$ cat config.mk
export PLATFORM = sky130hd
export DESIGN_NAME = uartbg_top
export DESIGN_NICKNAME = d
export VERILOG_FILES = /design/src/hdl/uartbg_pkg.sv /design/src/hdl/uartbg_top.sv
export SDC_FILE = /design/constraint.sdc
export NUM_CORES = 1
export LEC_CHECK = 0
export ABC_CLOCK_PERIOD_IN_PS = 2600
export BUFFER_PORTS_ARGS = -buffer_cell sky130_fd_sc_hd__buf_4
export CAP_MARGIN = 20
export CORE_MARGIN = 3
export CORE_UTILIZATION = 50
export DETAILED_ROUTE_END_ITERATION = 16
export PLACE_DENSITY = 0.67
export SYNTH_ARGS = -nofsm -noshare
export SYNTH_HDL_FRONTEND = slang
export SYNTH_SLANG_ARGS = --single-unit
$ cat constraint.sdc
create_clock -name i_clk -period 2.6 [get_ports i_clk]
set_input_delay 0.26 -clock i_clk [delete_from_list [all_inputs] [get_ports i_clk]]
set_output_delay 0.26 -clock i_clk [all_outputs]
set_load 0.05 [all_outputs]
$ cat src/hdl/uartbg_pkg.sv
// Constants and types shared by the serial channel with its baud generator.
// Assumes a single 125 MHz system clock and a synchronous active-high reset.
package uartbg_pkg;

    // ------------------------------------------------------------------
    // Timing and sizes
    // ------------------------------------------------------------------
    localparam int CLK_PERIOD_NS = 8;
    localparam int DIV_MIN = 8;
    localparam int DIV_MAX = 31;
    localparam int FIFO_DEPTH = 8;
    localparam int DATA_W = 8;

    // ------------------------------------------------------------------
    // Parity mode encoding
    // ------------------------------------------------------------------
    localparam logic [1:0] PAR_NONE = 2'h0;
    localparam logic [1:0] PAR_ZERO = 2'h1;
    localparam logic [1:0] PAR_ODD = 2'h2;
    localparam logic [1:0] PAR_EVEN = 2'h3;

    // ------------------------------------------------------------------
    // Base clock selection and error status fields
    // ------------------------------------------------------------------
    localparam logic [1:0] BASE_EXT = 2'h0;
    localparam logic [1:0] BASE_DIV2 = 2'h1;
    localparam logic [1:0] BASE_DIV4 = 2'h2;
    localparam logic [1:0] BASE_DIV8 = 2'h3;
    localparam int ERR_OVERRUN = 0;
    localparam int ERR_FRAMING = 1;
    localparam int ERR_PARITY = 2;

    // ------------------------------------------------------------------
    // State encodings
    // ------------------------------------------------------------------
    typedef enum logic [0:0] {TX_IDLE = 1'b0, TX_SEND = 1'b1} uartbg_tx_state_t;
    typedef enum logic [1:0] {RX_IDLE = 2'b00, RX_START = 2'b01, RX_DATA = 2'b10} uartbg_rx_state_t;

endpackage

$ cat src/hdl/uartbg_top.sv
// Full-duplex asynchronous serial channel with its own baud generator,
// a transmit FIFO and a filtered receiver.
// Assumes all inputs synchronous to i_clk and control bits held as levels.
//
// How it works
// - Start, 7/8 data LSB first, parity, stops
// - Even parity generated and checked
// - Odd parity generated and checked
// - Zero parity sends 0, never errors
// - No parity: no bit, no error
// - Line idles high once powered
// - Data write starts framed transmission
// - Complete pulse right after last stop
// - Receive sampled only when powered and enabled
// - Falling edge, count k, low confirms start
// - Stop loads buffer unless overrun
// - Parity error finishes frame, then interrupt
// - Receiver checks exactly one stop bit
// - Parity, framing, overrun flags raise interrupt
// - Reading error status clears all flags
// - Two-sample match filter on receive input
// - Base clock stopped while unpowered
// - Transmit counter cleared while disabled and on write
// - Receive counter cleared when disabled, runs per frame
// - Counters divide base by k; baud base/2k
// - Enable clear resets its own circuit
// - Power off resets status, shift, buffer
`timescale 1ns/100ps

// ----------------------------------------------------------------------
// FIFO in the transmit data path
// ----------------------------------------------------------------------
module uartbg_fifo #(
    parameter int WIDTH = 8,
    parameter int DEPTH = 8
) (
    input wire logic i_clk,
    input wire logic i_rst,
    input wire logic i_clr,
    input wire logic i_in_valid,
    input wire logic [WIDTH-1:0] i_in_data,
    output logic o_in_ready,
    output logic o_out_valid,
    output logic [WIDTH-1:0] o_out_data,
    input wire logic i_out_ready
);
    localparam int AW = $clog2(DEPTH);

    typedef struct packed {
        logic [DEPTH-1:0][WIDTH-1:0] mem;
        logic [AW-1:0] wp;
        logic [AW-1:0] rp;
        logic [AW:0] cnt;
    } uartbg_fifo_state_t;

    uartbg_fifo_state_t state_reg;
    uartbg_fifo_state_t state_next;
    logic push;
    logic pop;

    // Handshake terms
    assign o_in_ready = (state_reg.cnt != (AW+1)'(DEPTH));
    assign o_out_valid = (state_reg.cnt != '0);
    assign o_out_data = state_reg.mem[state_reg.rp];
    assign push = i_in_valid && o_in_ready;
    assign pop = i_out_ready && o_out_valid;

    // Pointer and occupancy update
    always_comb begin
        state_next = state_reg;
        if (push) begin
            state_next.mem[state_reg.wp] = i_in_data;
            state_next.wp = (state_reg.wp == AW'(DEPTH - 1)) ? '0 : state_reg.wp + 1'b1;
        end
        if (pop) begin
            state_next.rp = (state_reg.rp == AW'(DEPTH - 1)) ? '0 : state_reg.rp + 1'b1;
        end
        state_next.cnt = state_reg.cnt + (AW+1)'(push) - (AW+1)'(pop);
        if (i_clr) begin
            state_next.wp = '0;
            state_next.rp = '0;
            state_next.cnt = '0;
        end
    end

    // State register
    always_ff @(posedge i_clk) begin
        if (i_rst) begin
            state_reg <= '0;
        end else begin
            state_reg <= state_next;
        end
    end
endmodule

// ----------------------------------------------------------------------
// Channel top
// ----------------------------------------------------------------------
module uartbg_top (
    input wire logic i_clk,
    input wire logic i_rst,
    input wire logic i_block_power_enable,
    input wire logic i_transmit_enable,
    input wire logic i_receive_enable,
    input wire logic [1:0] i_parity_mode,
    input wire logic i_char_len_8,
    input wire logic i_two_stop,
    input wire logic [1:0] i_base_clock_select,
    input wire logic i_ext_base_tick,
    input wire logic [4:0] i_divisor,
    input wire logic i_tx_valid,
    input wire logic [7:0] i_tx_data,
    output logic o_tx_ready,
    output logic o_serial_data_out,
    output logic o_tx_complete_irq,
    input wire logic i_serial_data_in,
    output logic [7:0] o_rx_data,
    output logic o_rx_buffer_full,
    input wire logic i_rx_buffer_read,
    output logic o_rx_complete_irq,
    output logic [2:0] o_error_status,
    input wire logic i_error_status_read
);
    typedef struct packed {
        logic [2:0] pre;
        logic base_tick;
        logic rx_a;
        logic rx_b;
        logic rx_filt;
        uartbg_pkg::uartbg_tx_state_t tx_st;
        logic [4:0] tx_cnt;
        logic tx_half;
        logic [3:0] tx_left;
        logic [11:0] tx_sh;
        logic tx_irq;
        uartbg_pkg::uartbg_rx_state_t rx_st;
        logic [4:0] rx_cnt;
        logic rx_half;
        logic [3:0] rx_pos;
        logic [7:0] rx_sh;
        logic rx_par;
        logic rx_irq;
        logic [7:0] rx_buf;
        logic rx_full;
        logic [2:0] err;
    } uartbg_state_t;

    uartbg_state_t state_reg;
    uartbg_state_t state_next;
    logic tx_on;
    logic rx_on;
    logic tx_pop;
    logic fifo_valid;
    logic [7:0] fifo_data;
    logic rx_in;
    logic rx_done;

    // Parity bit for a character under the selected mode
    function automatic logic par_bit(input logic [7:0] d, input logic len8, input logic [1:0] mode);
        logic ones;
        ones = len8 ? ^d : ^d[6:0];
        case (mode)
            uartbg_pkg::PAR_ODD: par_bit = ~ones;
            uartbg_pkg::PAR_EVEN: par_bit = ones;
            default: par_bit = 1'b0;
        endcase
    endfunction

    // True on the base tick that ends one half bit (k base ticks)
    function automatic logic cnt_wrap(input logic [4:0] cnt, input logic [4:0] k);
        cnt_wrap = (cnt == k - 5'h01);
    endfunction

    assign tx_on = i_block_power_enable && i_transmit_enable;
    assign rx_on = i_block_power_enable && i_receive_enable;
    assign tx_pop = tx_on && (state_reg.tx_st == uartbg_pkg::TX_IDLE);
    assign rx_in = i_block_power_enable ? i_serial_data_in : 1'b1;

    // Outputs
    assign o_serial_data_out = (state_reg.tx_st == uartbg_pkg::TX_SEND) ? state_reg.tx_sh[0] : 1'b1;
    assign o_tx_complete_irq = state_reg.tx_irq;
    assign o_rx_complete_irq = state_reg.rx_irq;
    assign o_rx_data = state_reg.rx_buf;
    assign o_rx_buffer_full = state_reg.rx_full;
    assign o_error_status = state_reg.err;

    uartbg_fifo #(
        .WIDTH(uartbg_pkg::DATA_W),
        .DEPTH(uartbg_pkg::FIFO_DEPTH)
    ) u_tx_fifo (
        .i_clk(i_clk),
        .i_rst(i_rst),
        .i_clr(!tx_on),
        .i_in_valid(i_tx_valid),
        .i_in_data(i_tx_data),
        .o_in_ready(o_tx_ready),
        .o_out_valid(fifo_valid),
        .o_out_data(fifo_data),
        .i_out_ready(tx_pop)
    );

    // Next-state logic for prescaler, filter, transmitter and receiver
    always_comb begin
        logic tick_raw;
        logic [11:0] f;
        logic [3:0] idx;
        logic [3:0] stop_pos;
        logic [2:0] new_err;
        logic bit_v;
        tick_raw = 1'b0;
        f = '1;
        idx = '0;
        stop_pos = '0;
        new_err = '0;
        bit_v = 1'b0;
        rx_done = 1'b0;
        state_next = state_reg;
        state_next.tx_irq = 1'b0;
        state_next.rx_irq = 1'b0;

        // Base clock prescaler, stopped while unpowered
        state_next.pre = state_reg.pre + 3'h1;
        case (i_base_clock_select)
            uartbg_pkg::BASE_DIV2: tick_raw = state_reg.pre[0];
            uartbg_pkg::BASE_DIV4: tick_raw = (state_reg.pre[1:0] == 2'h3);
            uartbg_pkg::BASE_DIV8: tick_raw = (state_reg.pre == 3'h7);
            default: tick_raw = i_ext_base_tick;
        endcase
        state_next.base_tick = tick_raw && i_block_power_enable;

        // Two samples must agree before the internal level moves
        if (state_reg.base_tick) begin
            state_next.rx_a = rx_in;
            state_next.rx_b = state_reg.rx_a;
            if (state_reg.rx_a == state_reg.rx_b) begin
                state_next.rx_filt = state_reg.rx_b;
            end
        end

        // Transmitter
        case (state_reg.tx_st)
            uartbg_pkg::TX_IDLE: begin
                if (tx_on && fifo_valid) begin
                    f[0] = 1'b0;
                    f[7:1] = fifo_data[6:0];
                    if (i_char_len_8) begin
                        f[8] = fifo_data[7];
                    end
                    idx = i_char_len_8 ? 4'h9 : 4'h8;
                    if (i_parity_mode != uartbg_pkg::PAR_NONE) begin
                        f[idx] = par_bit(fifo_data, i_char_len_8, i_parity_mode);
                        idx = idx + 4'h1;
                    end
                    state_next.tx_sh = f;
                    state_next.tx_left = idx + (i_two_stop ? 4'h2 : 4'h1);
                    state_next.tx_cnt = '0;
                    state_next.tx_half = 1'b0;
                    state_next.tx_st = uartbg_pkg::TX_SEND;
                end
            end
            uartbg_pkg::TX_SEND: begin
                if (state_reg.base_tick) begin
                    state_next.tx_cnt = state_reg.tx_cnt + 5'h1;
                    if (cnt_wrap(state_reg.tx_cnt, i_divisor)) begin
                        state_next.tx_cnt = '0;
                        state_next.tx_half = ~state_reg.tx_half;
                        if (state_reg.tx_half) begin
                            state_next.tx_sh = {1'b1, state_reg.tx_sh[11:1]};
                            state_next.tx_left = state_reg.tx_left - 4'h1;
                            if (state_reg.tx_left == 4'h1) begin
                                state_next.tx_irq = 1'b1;
                                state_next.tx_st = uartbg_pkg::TX_IDLE;
                            end
                        end
                    end
                end
            end
            default: state_next.tx_st = uartbg_pkg::TX_IDLE;
        endcase
        if (!tx_on) begin
            state_next.tx_st = uartbg_pkg::TX_IDLE;
            state_next.tx_cnt = '0;
            state_next.tx_half = 1'b0;
            state_next.tx_left = '0;
            state_next.tx_irq = 1'b0;
        end

        // Receiver
        stop_pos = (i_char_len_8 ? 4'h8 : 4'h7) + ((i_parity_mode != uartbg_pkg::PAR_NONE) ? 4'h1 : 4'h0);
        case (state_reg.rx_st)
            uartbg_pkg::RX_IDLE: begin
                if (state_reg.rx_filt && !state_next.rx_filt) begin
                    state_next.rx_st = uartbg_pkg::RX_START;
                    state_next.rx_cnt = '0;
                end
            end
            uartbg_pkg::RX_START: begin
                if (state_reg.base_tick) begin
                    state_next.rx_cnt = state_reg.rx_cnt + 5'h1;
                    if (cnt_wrap(state_reg.rx_cnt, i_divisor)) begin
                        state_next.rx_cnt = '0;
                        state_next.rx_half = 1'b0;
                        state_next.rx_pos = '0;
                        state_next.rx_sh = '0;
                        state_next.rx_st = state_reg.rx_filt ? uartbg_pkg::RX_IDLE : uartbg_pkg::RX_DATA;
                    end
                end
            end
            uartbg_pkg::RX_DATA: begin
                if (state_reg.base_tick) begin
                    state_next.rx_cnt = state_reg.rx_cnt + 5'h1;
                    if (cnt_wrap(state_reg.rx_cnt, i_divisor)) begin
                        state_next.rx_cnt = '0;
                        state_next.rx_half = ~state_reg.rx_half;
                        if (state_reg.rx_half) begin
                            bit_v = state_reg.rx_filt;
                            state_next.rx_pos = state_reg.rx_pos + 4'h1;
                            if (state_reg.rx_pos == stop_pos) begin
                                rx_done = 1'b1;
                            end else if (state_reg.rx_pos < (i_char_len_8 ? 4'h8 : 4'h7)) begin
                                state_next.rx_sh[state_reg.rx_pos[2:0]] = bit_v;
                            end else begin
                                state_next.rx_par = bit_v;
                            end
                        end
                    end
                end
            end
            default: state_next.rx_st = uartbg_pkg::RX_IDLE;
        endcase

        // Frame end: flags, buffer load and interrupt
        if (rx_done) begin
            if ((i_parity_mode == uartbg_pkg::PAR_ODD) || (i_parity_mode == uartbg_pkg::PAR_EVEN)) begin
                new_err[uartbg_pkg::ERR_PARITY] = (state_reg.rx_par !=
                    par_bit(state_reg.rx_sh, i_char_len_8, i_parity_mode));
            end
            new_err[uartbg_pkg::ERR_FRAMING] = ~bit_v;
            new_err[uartbg_pkg::ERR_OVERRUN] = state_reg.rx_full && !i_rx_buffer_read;
            if (!new_err[uartbg_pkg::ERR_OVERRUN]) begin
                state_next.rx_buf = state_reg.rx_sh;
            end
            state_next.rx_irq = 1'b1;
            state_next.rx_st = uartbg_pkg::RX_IDLE;
        end

        // Buffer full flag: a load in the read cycle wins
        if (i_rx_buffer_read) begin
            state_next.rx_full = 1'b0;
        end
        if (rx_done && !new_err[uartbg_pkg::ERR_OVERRUN]) begin
            state_next.rx_full = 1'b1;
        end

        // Error flags: cleared by a status read, new errors win
        state_next.err = (i_error_status_read ? 3'h0 : state_reg.err) | new_err;

        if (!rx_on) begin
            state_next.rx_st = uartbg_pkg::RX_IDLE;
            state_next.rx_cnt = '0;
            state_next.rx_half = 1'b0;
            state_next.rx_pos = '0;
            state_next.rx_irq = 1'b0;
            state_next.err = state_reg.err & ~{3{i_error_status_read}};
            state_next.rx_full = state_reg.rx_full && !i_rx_buffer_read;
            state_next.rx_buf = state_reg.rx_buf;
        end

        // Power off clears the whole channel
        if (!i_block_power_enable) begin
            state_next = '0;
            state_next.rx_a = 1'b1;
            state_next.rx_b = 1'b1;
            state_next.rx_filt = 1'b1;
            state_next.tx_sh = '1;
        end
    end

    // State register
    always_ff @(posedge i_clk) begin
        if (i_rst) begin
            state_reg <= '0;
            state_reg.rx_a <= 1'b1;
            state_reg.rx_b <= 1'b1;
            state_reg.rx_filt <= 1'b1;
            state_reg.tx_sh <= '1;
        end else begin
            state_reg <= state_next;
        end
    end

    // ------------------------------------------------------------------
    // Checks
    // ------------------------------------------------------------------
    a_tx_idle_high: assert property (@(posedge i_clk) disable iff (i_rst)
        (state_reg.tx_st == uartbg_pkg::TX_IDLE) |-> o_serial_data_out)
        else $error("line not idle high");
    a_tx_start_bit: assert property (@(posedge i_clk) disable iff (i_rst)
        (tx_pop && fifo_valid) |=> (!o_serial_data_out && state_reg.tx_st == uartbg_pkg::TX_SEND))
        else $error("write did not start a frame");
    a_tx_done_idle: assert property (@(posedge i_clk) disable iff (i_rst)
        o_tx_complete_irq |-> (state_reg.tx_st == uartbg_pkg::TX_IDLE && $past(o_serial_data_out)))
        else $error("complete pulse not after stop bit");
    a_tx_cnt_held: assert property (@(posedge i_clk) disable iff (i_rst)
        !tx_on |=> (state_reg.tx_cnt == 5'h0 && !o_tx_complete_irq))
        else $error("transmit counter runs while disabled");
    a_rx_cnt_held: assert property (@(posedge i_clk) disable iff (i_rst)
        !rx_on |=> (state_reg.rx_cnt == 5'h0 && state_reg.rx_st == uartbg_pkg::RX_IDLE))
        else $error("receive counter runs while disabled");
    a_err_read_clear: assert property (@(posedge i_clk) disable iff (i_rst)
        (i_error_status_read && !rx_done) |=> (o_error_status == 3'h0))
        else $error("status read did not clear flags");
    a_no_parity_err: assert property (@(posedge i_clk) disable iff (i_rst)
        (rx_done && i_parity_mode < uartbg_pkg::PAR_ODD && !o_error_status[uartbg_pkg::ERR_PARITY])
        |=> !o_error_status[uartbg_pkg::ERR_PARITY])
        else $error("parity error without checked parity");
    a_overrun_keep: assert property (@(posedge i_clk) disable iff (i_rst)
        (rx_done && o_rx_buffer_full && !i_rx_buffer_read && rx_on)
        |=> ($stable(o_rx_data) && o_error_status[uartbg_pkg::ERR_OVERRUN] && o_rx_complete_irq))
        else $error("overrun changed buffer or lost flag");
    a_power_off_clr: assert property (@(posedge i_clk) disable iff (i_rst)
        !i_block_power_enable |=> (o_error_status == 3'h0 && o_rx_data == 8'h00 && !state_reg.base_tick))
        else $error("power off did not clear channel");
endmodule

==> key figures <==
Cells and area
  • Max FFs per register: 74
  • Finished Layout Cells: 979
  • FILL cells: 1099
  • Commonest non-fill, non-tap cell in the layout: dfxtp_1
  • Multi-input gate area: 3900 um2
  • ANT cells: 0
  • Most frequent cells in the layout: dfxtp_1, nor2_1, mux2i_1
  • # nets final: 851
  • Layout area overhead: 17.9%
  • Layout cell share with drive strength beyond 1: 17.6%
  • Post-route cell area: 8320 um2
  • Reg area: 2790 um2

Critical path
  • Crit Reg-Reg Endpoint: state_reg[43]
  • Worst R2R Start: u_tx_fifo.state_reg[4]
  • Worst Path Max Fanout: 7
  • Critical Path Start Type: flop
  • Worst R2R Path Depth: 8
  • Critical path type: flop to flop
  • Required time of the critical path: 2.90 ns
  • Crit-path slowest cell: mux4_2
  • Worst path cell trace: buf_12 > mux4_2 > mux2i_2 > xnor2_1 > xnor3_2 > xnor2_2 > o21a_1 > or3_1
  • Reg2Reg Setup Slack: 0.02 ns
  • CP Buf/Inv Count: 1
  • Max incr delay on CP: 0.52 ns
  • Crit path max-delay family: XOR/XNOR gates
  • Worst path arrival time: 2.88 ns
  • Worst Setup End Kind: flop

Worst hold path
  • Hold WC Path Type: primary input to flop
  • Min-Delay Endpoint: state_reg[60]
  • Hold_sp: i_serial_data_in
  • Hold Path Depth: 3

Clock network
  • Max Root-Sink Buffers: 2
  • Root Buffer: clkbuf_16
  • Worst skew pair latency: 0.43 ns
  • H-Tree Depth: 4
  • CTS tree: built
  • CTS Buf Count: 17
  • TritonCTS Sinks: 139
  • Clock edge transition at the registers on the reported setup and hold paths: 0.06 ns

Floorplanning
  • Starting Density: 52.2%
  • Die H: 125 um
  • I/O pin total: 45
  • Rows: 42
  • Die footprint: 15600 um2
  • Core ar.: 13500 um2
  • Die Wd: 125 um

STA
  • RSZ-0062 raised after global routing: yes
  • # setup viols final: 0
  • Tcrit/Tclk final: 99.1%
  • Clk_skew: 0.00779 ns
  • Max Clk Rate: 388 MHz
  • Setup WS post-layout: 0.0229 ns
  • Worst rel slew slack: 57.2%
  • TNS Setup: 0 ns
  • Final Hold Fails: 0
  • Max Slew Vio Count: 0
  • Slew @ Worst Pin: 0.641 ns
  • Tmin final: 2.58 ns

Synth
  • Main synth FF type: dfxtp_1
  • Cell taking the most area after synthesis: dfxtp_1
  • Library cells used by synthesis: 63
  • Syn Area/Cell: 9.45 um2
  • Sequential cell area fraction in the yosys report: 39.4%
  • Post-synth ARST share: 0%
  • Cell count after synthesis: 747
  • Top-area cell type share of the netlist area: 39.4%
  • Post-synth EDFFs: 0
  • Syn. warnings: 0
  • Post-Synthesis Cell Area: 7060 um2
  • Area contributors post-synth: dfxtp_1, mux2i_1, nor2_1, ha_1, mux4_1
  • Number of synthesized register bits: 139
  • Synthesized Nets: 808

Global route
  • First-pass GRT wire length: 26500 um
  • Pin count of the biggest net entering global routing: 39
  • Total gr overflow: 0
  • Vias in the first global route: 5397
  • Total Routing Usage GR: 21.1%
  • Antenna violations before repair: 0

Placement
  • DP Worst Slack: -0.00736 ns
  • Placed Cells: 940
  • Port Buffer Count: 44
  • Routability cong.: 0.860
  • Placed cell area: 7570 um2
  • DP Wirelength: 11000 um

Pwr
  • Power per Cell Area: 626 nW/um2
  • Pleak: 3.57 nW
  • VDD IR max: 526 uV

Outcome
  • Status: completed

Route
  • TritonRoute pass-1 iters: 5
  • Vias after detailed routing: 5433
  • Via/cell ratio: 5.55
  • Routed wire length: 16100 um
  • DRC Markers: 0
  • DR iter-0 viols: 343
  • DR WL/cell: 16.4 um
  • Routed Antenna Nets: 0

Flow run
  • Max-Cap Viols: 0
-- how the worst max path moves through the flow --
| stage | startpoint | to | slack [ns] | cells after the start |
|---|---|---|---|---|
| 2_1_floorplan | u_tx_fifo.state_reg[4] | state_reg[43] | 0.16 | 8 |
| 3_3_place_gp | u_tx_fifo.state_reg[4] | state_reg[43] | 0.03 | 8 |
| 3_5_place_dp | u_tx_fifo.state_reg[4] | state_reg[43] | -0.007 | 8 |
| 4_1_cts | u_tx_fifo.state_reg[4] | state_reg[43] | 0.006 | 8 |
| 5_1_grt | u_tx_fifo.state_reg[5] | state_reg[43] | -0.05 | 8 |
| 6_report | u_tx_fifo.state_reg[4] | state_reg[43] | 0.02 | 8 |
-- what timing repair did --
item	in CTS	in global routing
hold buffers	0	0
pin swaps	2	5
gates resized for setup	7	7
buffers inserted	3	4
setup endpoints to repair	1	2
-- where the power goes --
group | leakage, nW | internal (mW) | switching (mW) | total [mW]
Clock | 0.319 | 1.83 | 0.942 | 2.77
Sequential | 1.12 | 2.14 | 0.0106 | 2.15
Combinational | 2.13 | 0.130 | 0.154 | 0.284
Total | 3.57 | 4.10 | 1.11 | 5.21
-- metrics by stage --
step / utilization (%) / hold WS (ns) / power (mW)
detailed placement: 56.0 / 0.444 / 2.47
finish: 61.6 / 0.0669 / 5.21
floorplan: - / 0.388 / 2.38
global placement: 56.0 / 0.430 / 2.46
global route: 61.6 / 0.0579 / 5.40
CTS: 61.4 / 0.0482 / 5.25
-- kinds of logic after synthesis --
| family | synth area share [%] |
|---|---|
| muxes | 17.9 |
| xor gates and xnor gates | 4.93 |
| DFF | 39.4 |
| AOI/OAI and AO/OA | 9.95 |
| buffers and inverters | 5.59 |
| and+or+nand+nor | 16.3 |
| adders and majority gates | 5.89 |
-- area by class of cell --
type | instances | share of cell area [%]
clock buffers | 18 | 5.28
clock inverters | 14 | 2.90
inverters | 26 | 1.17
multi-input cells | 526 | 46.9
flip-flops and latches | 139 | 33.5
well taps | 176 | 2.65
repair buffers | 80 | 7.61
-- worst register-to-register path, delay by kind of cell, from the launching register on --
| kind | cells | cell delay (ns) |
|---|---|---|
| flip-flops | 1 | 0.37 |
| XOR/XNOR | 3 | 0.76 |
| buffers and inverters | 1 | 0.12 |
| AO/OA/AOI/OAI | 1 | 0.16 |
| AND/OR/NAND/NOR | 1 | 0.30 |
| multiplexers | 2 | 0.73 |
-- per-layer routing --
metal,global-route usage [%],part of all wire (%),up-vias
li1,-,-,2675
met1,25.1,44,2622
met2,36.3,50,110
met3,5.62,3.9,26
met4,7.99,2.1,0
met5,0,0,-
-- synthesized netlist by cell type (3+ instances only) --
cell type / n
or2_2: 3
o21a_1: 6
nor4_1: 3
o31ai_1: 3
ha_1: 30
nor3_1: 11
dfxtp_1: 139
nand2_1: 54
and2_1: 7
nand2b_1: 11
mux4_2: 5
xnor2_1: 16
a41o_1: 4
a22oi_1: 3
nor2_1: 107
mux2i_1: 89
o21ai_0: 23
a21o_1: 8
nand3_1: 11
mux4_1: 10
clkbuf_1: 38
xor2_1: 14
inv_1: 25
nand4_1: 8
a21oi_1: 41
or3_1: 4
buf_4: 11
a221o_1: 7
nor2b_1: 9
Power figures use the tool's default switching activity.
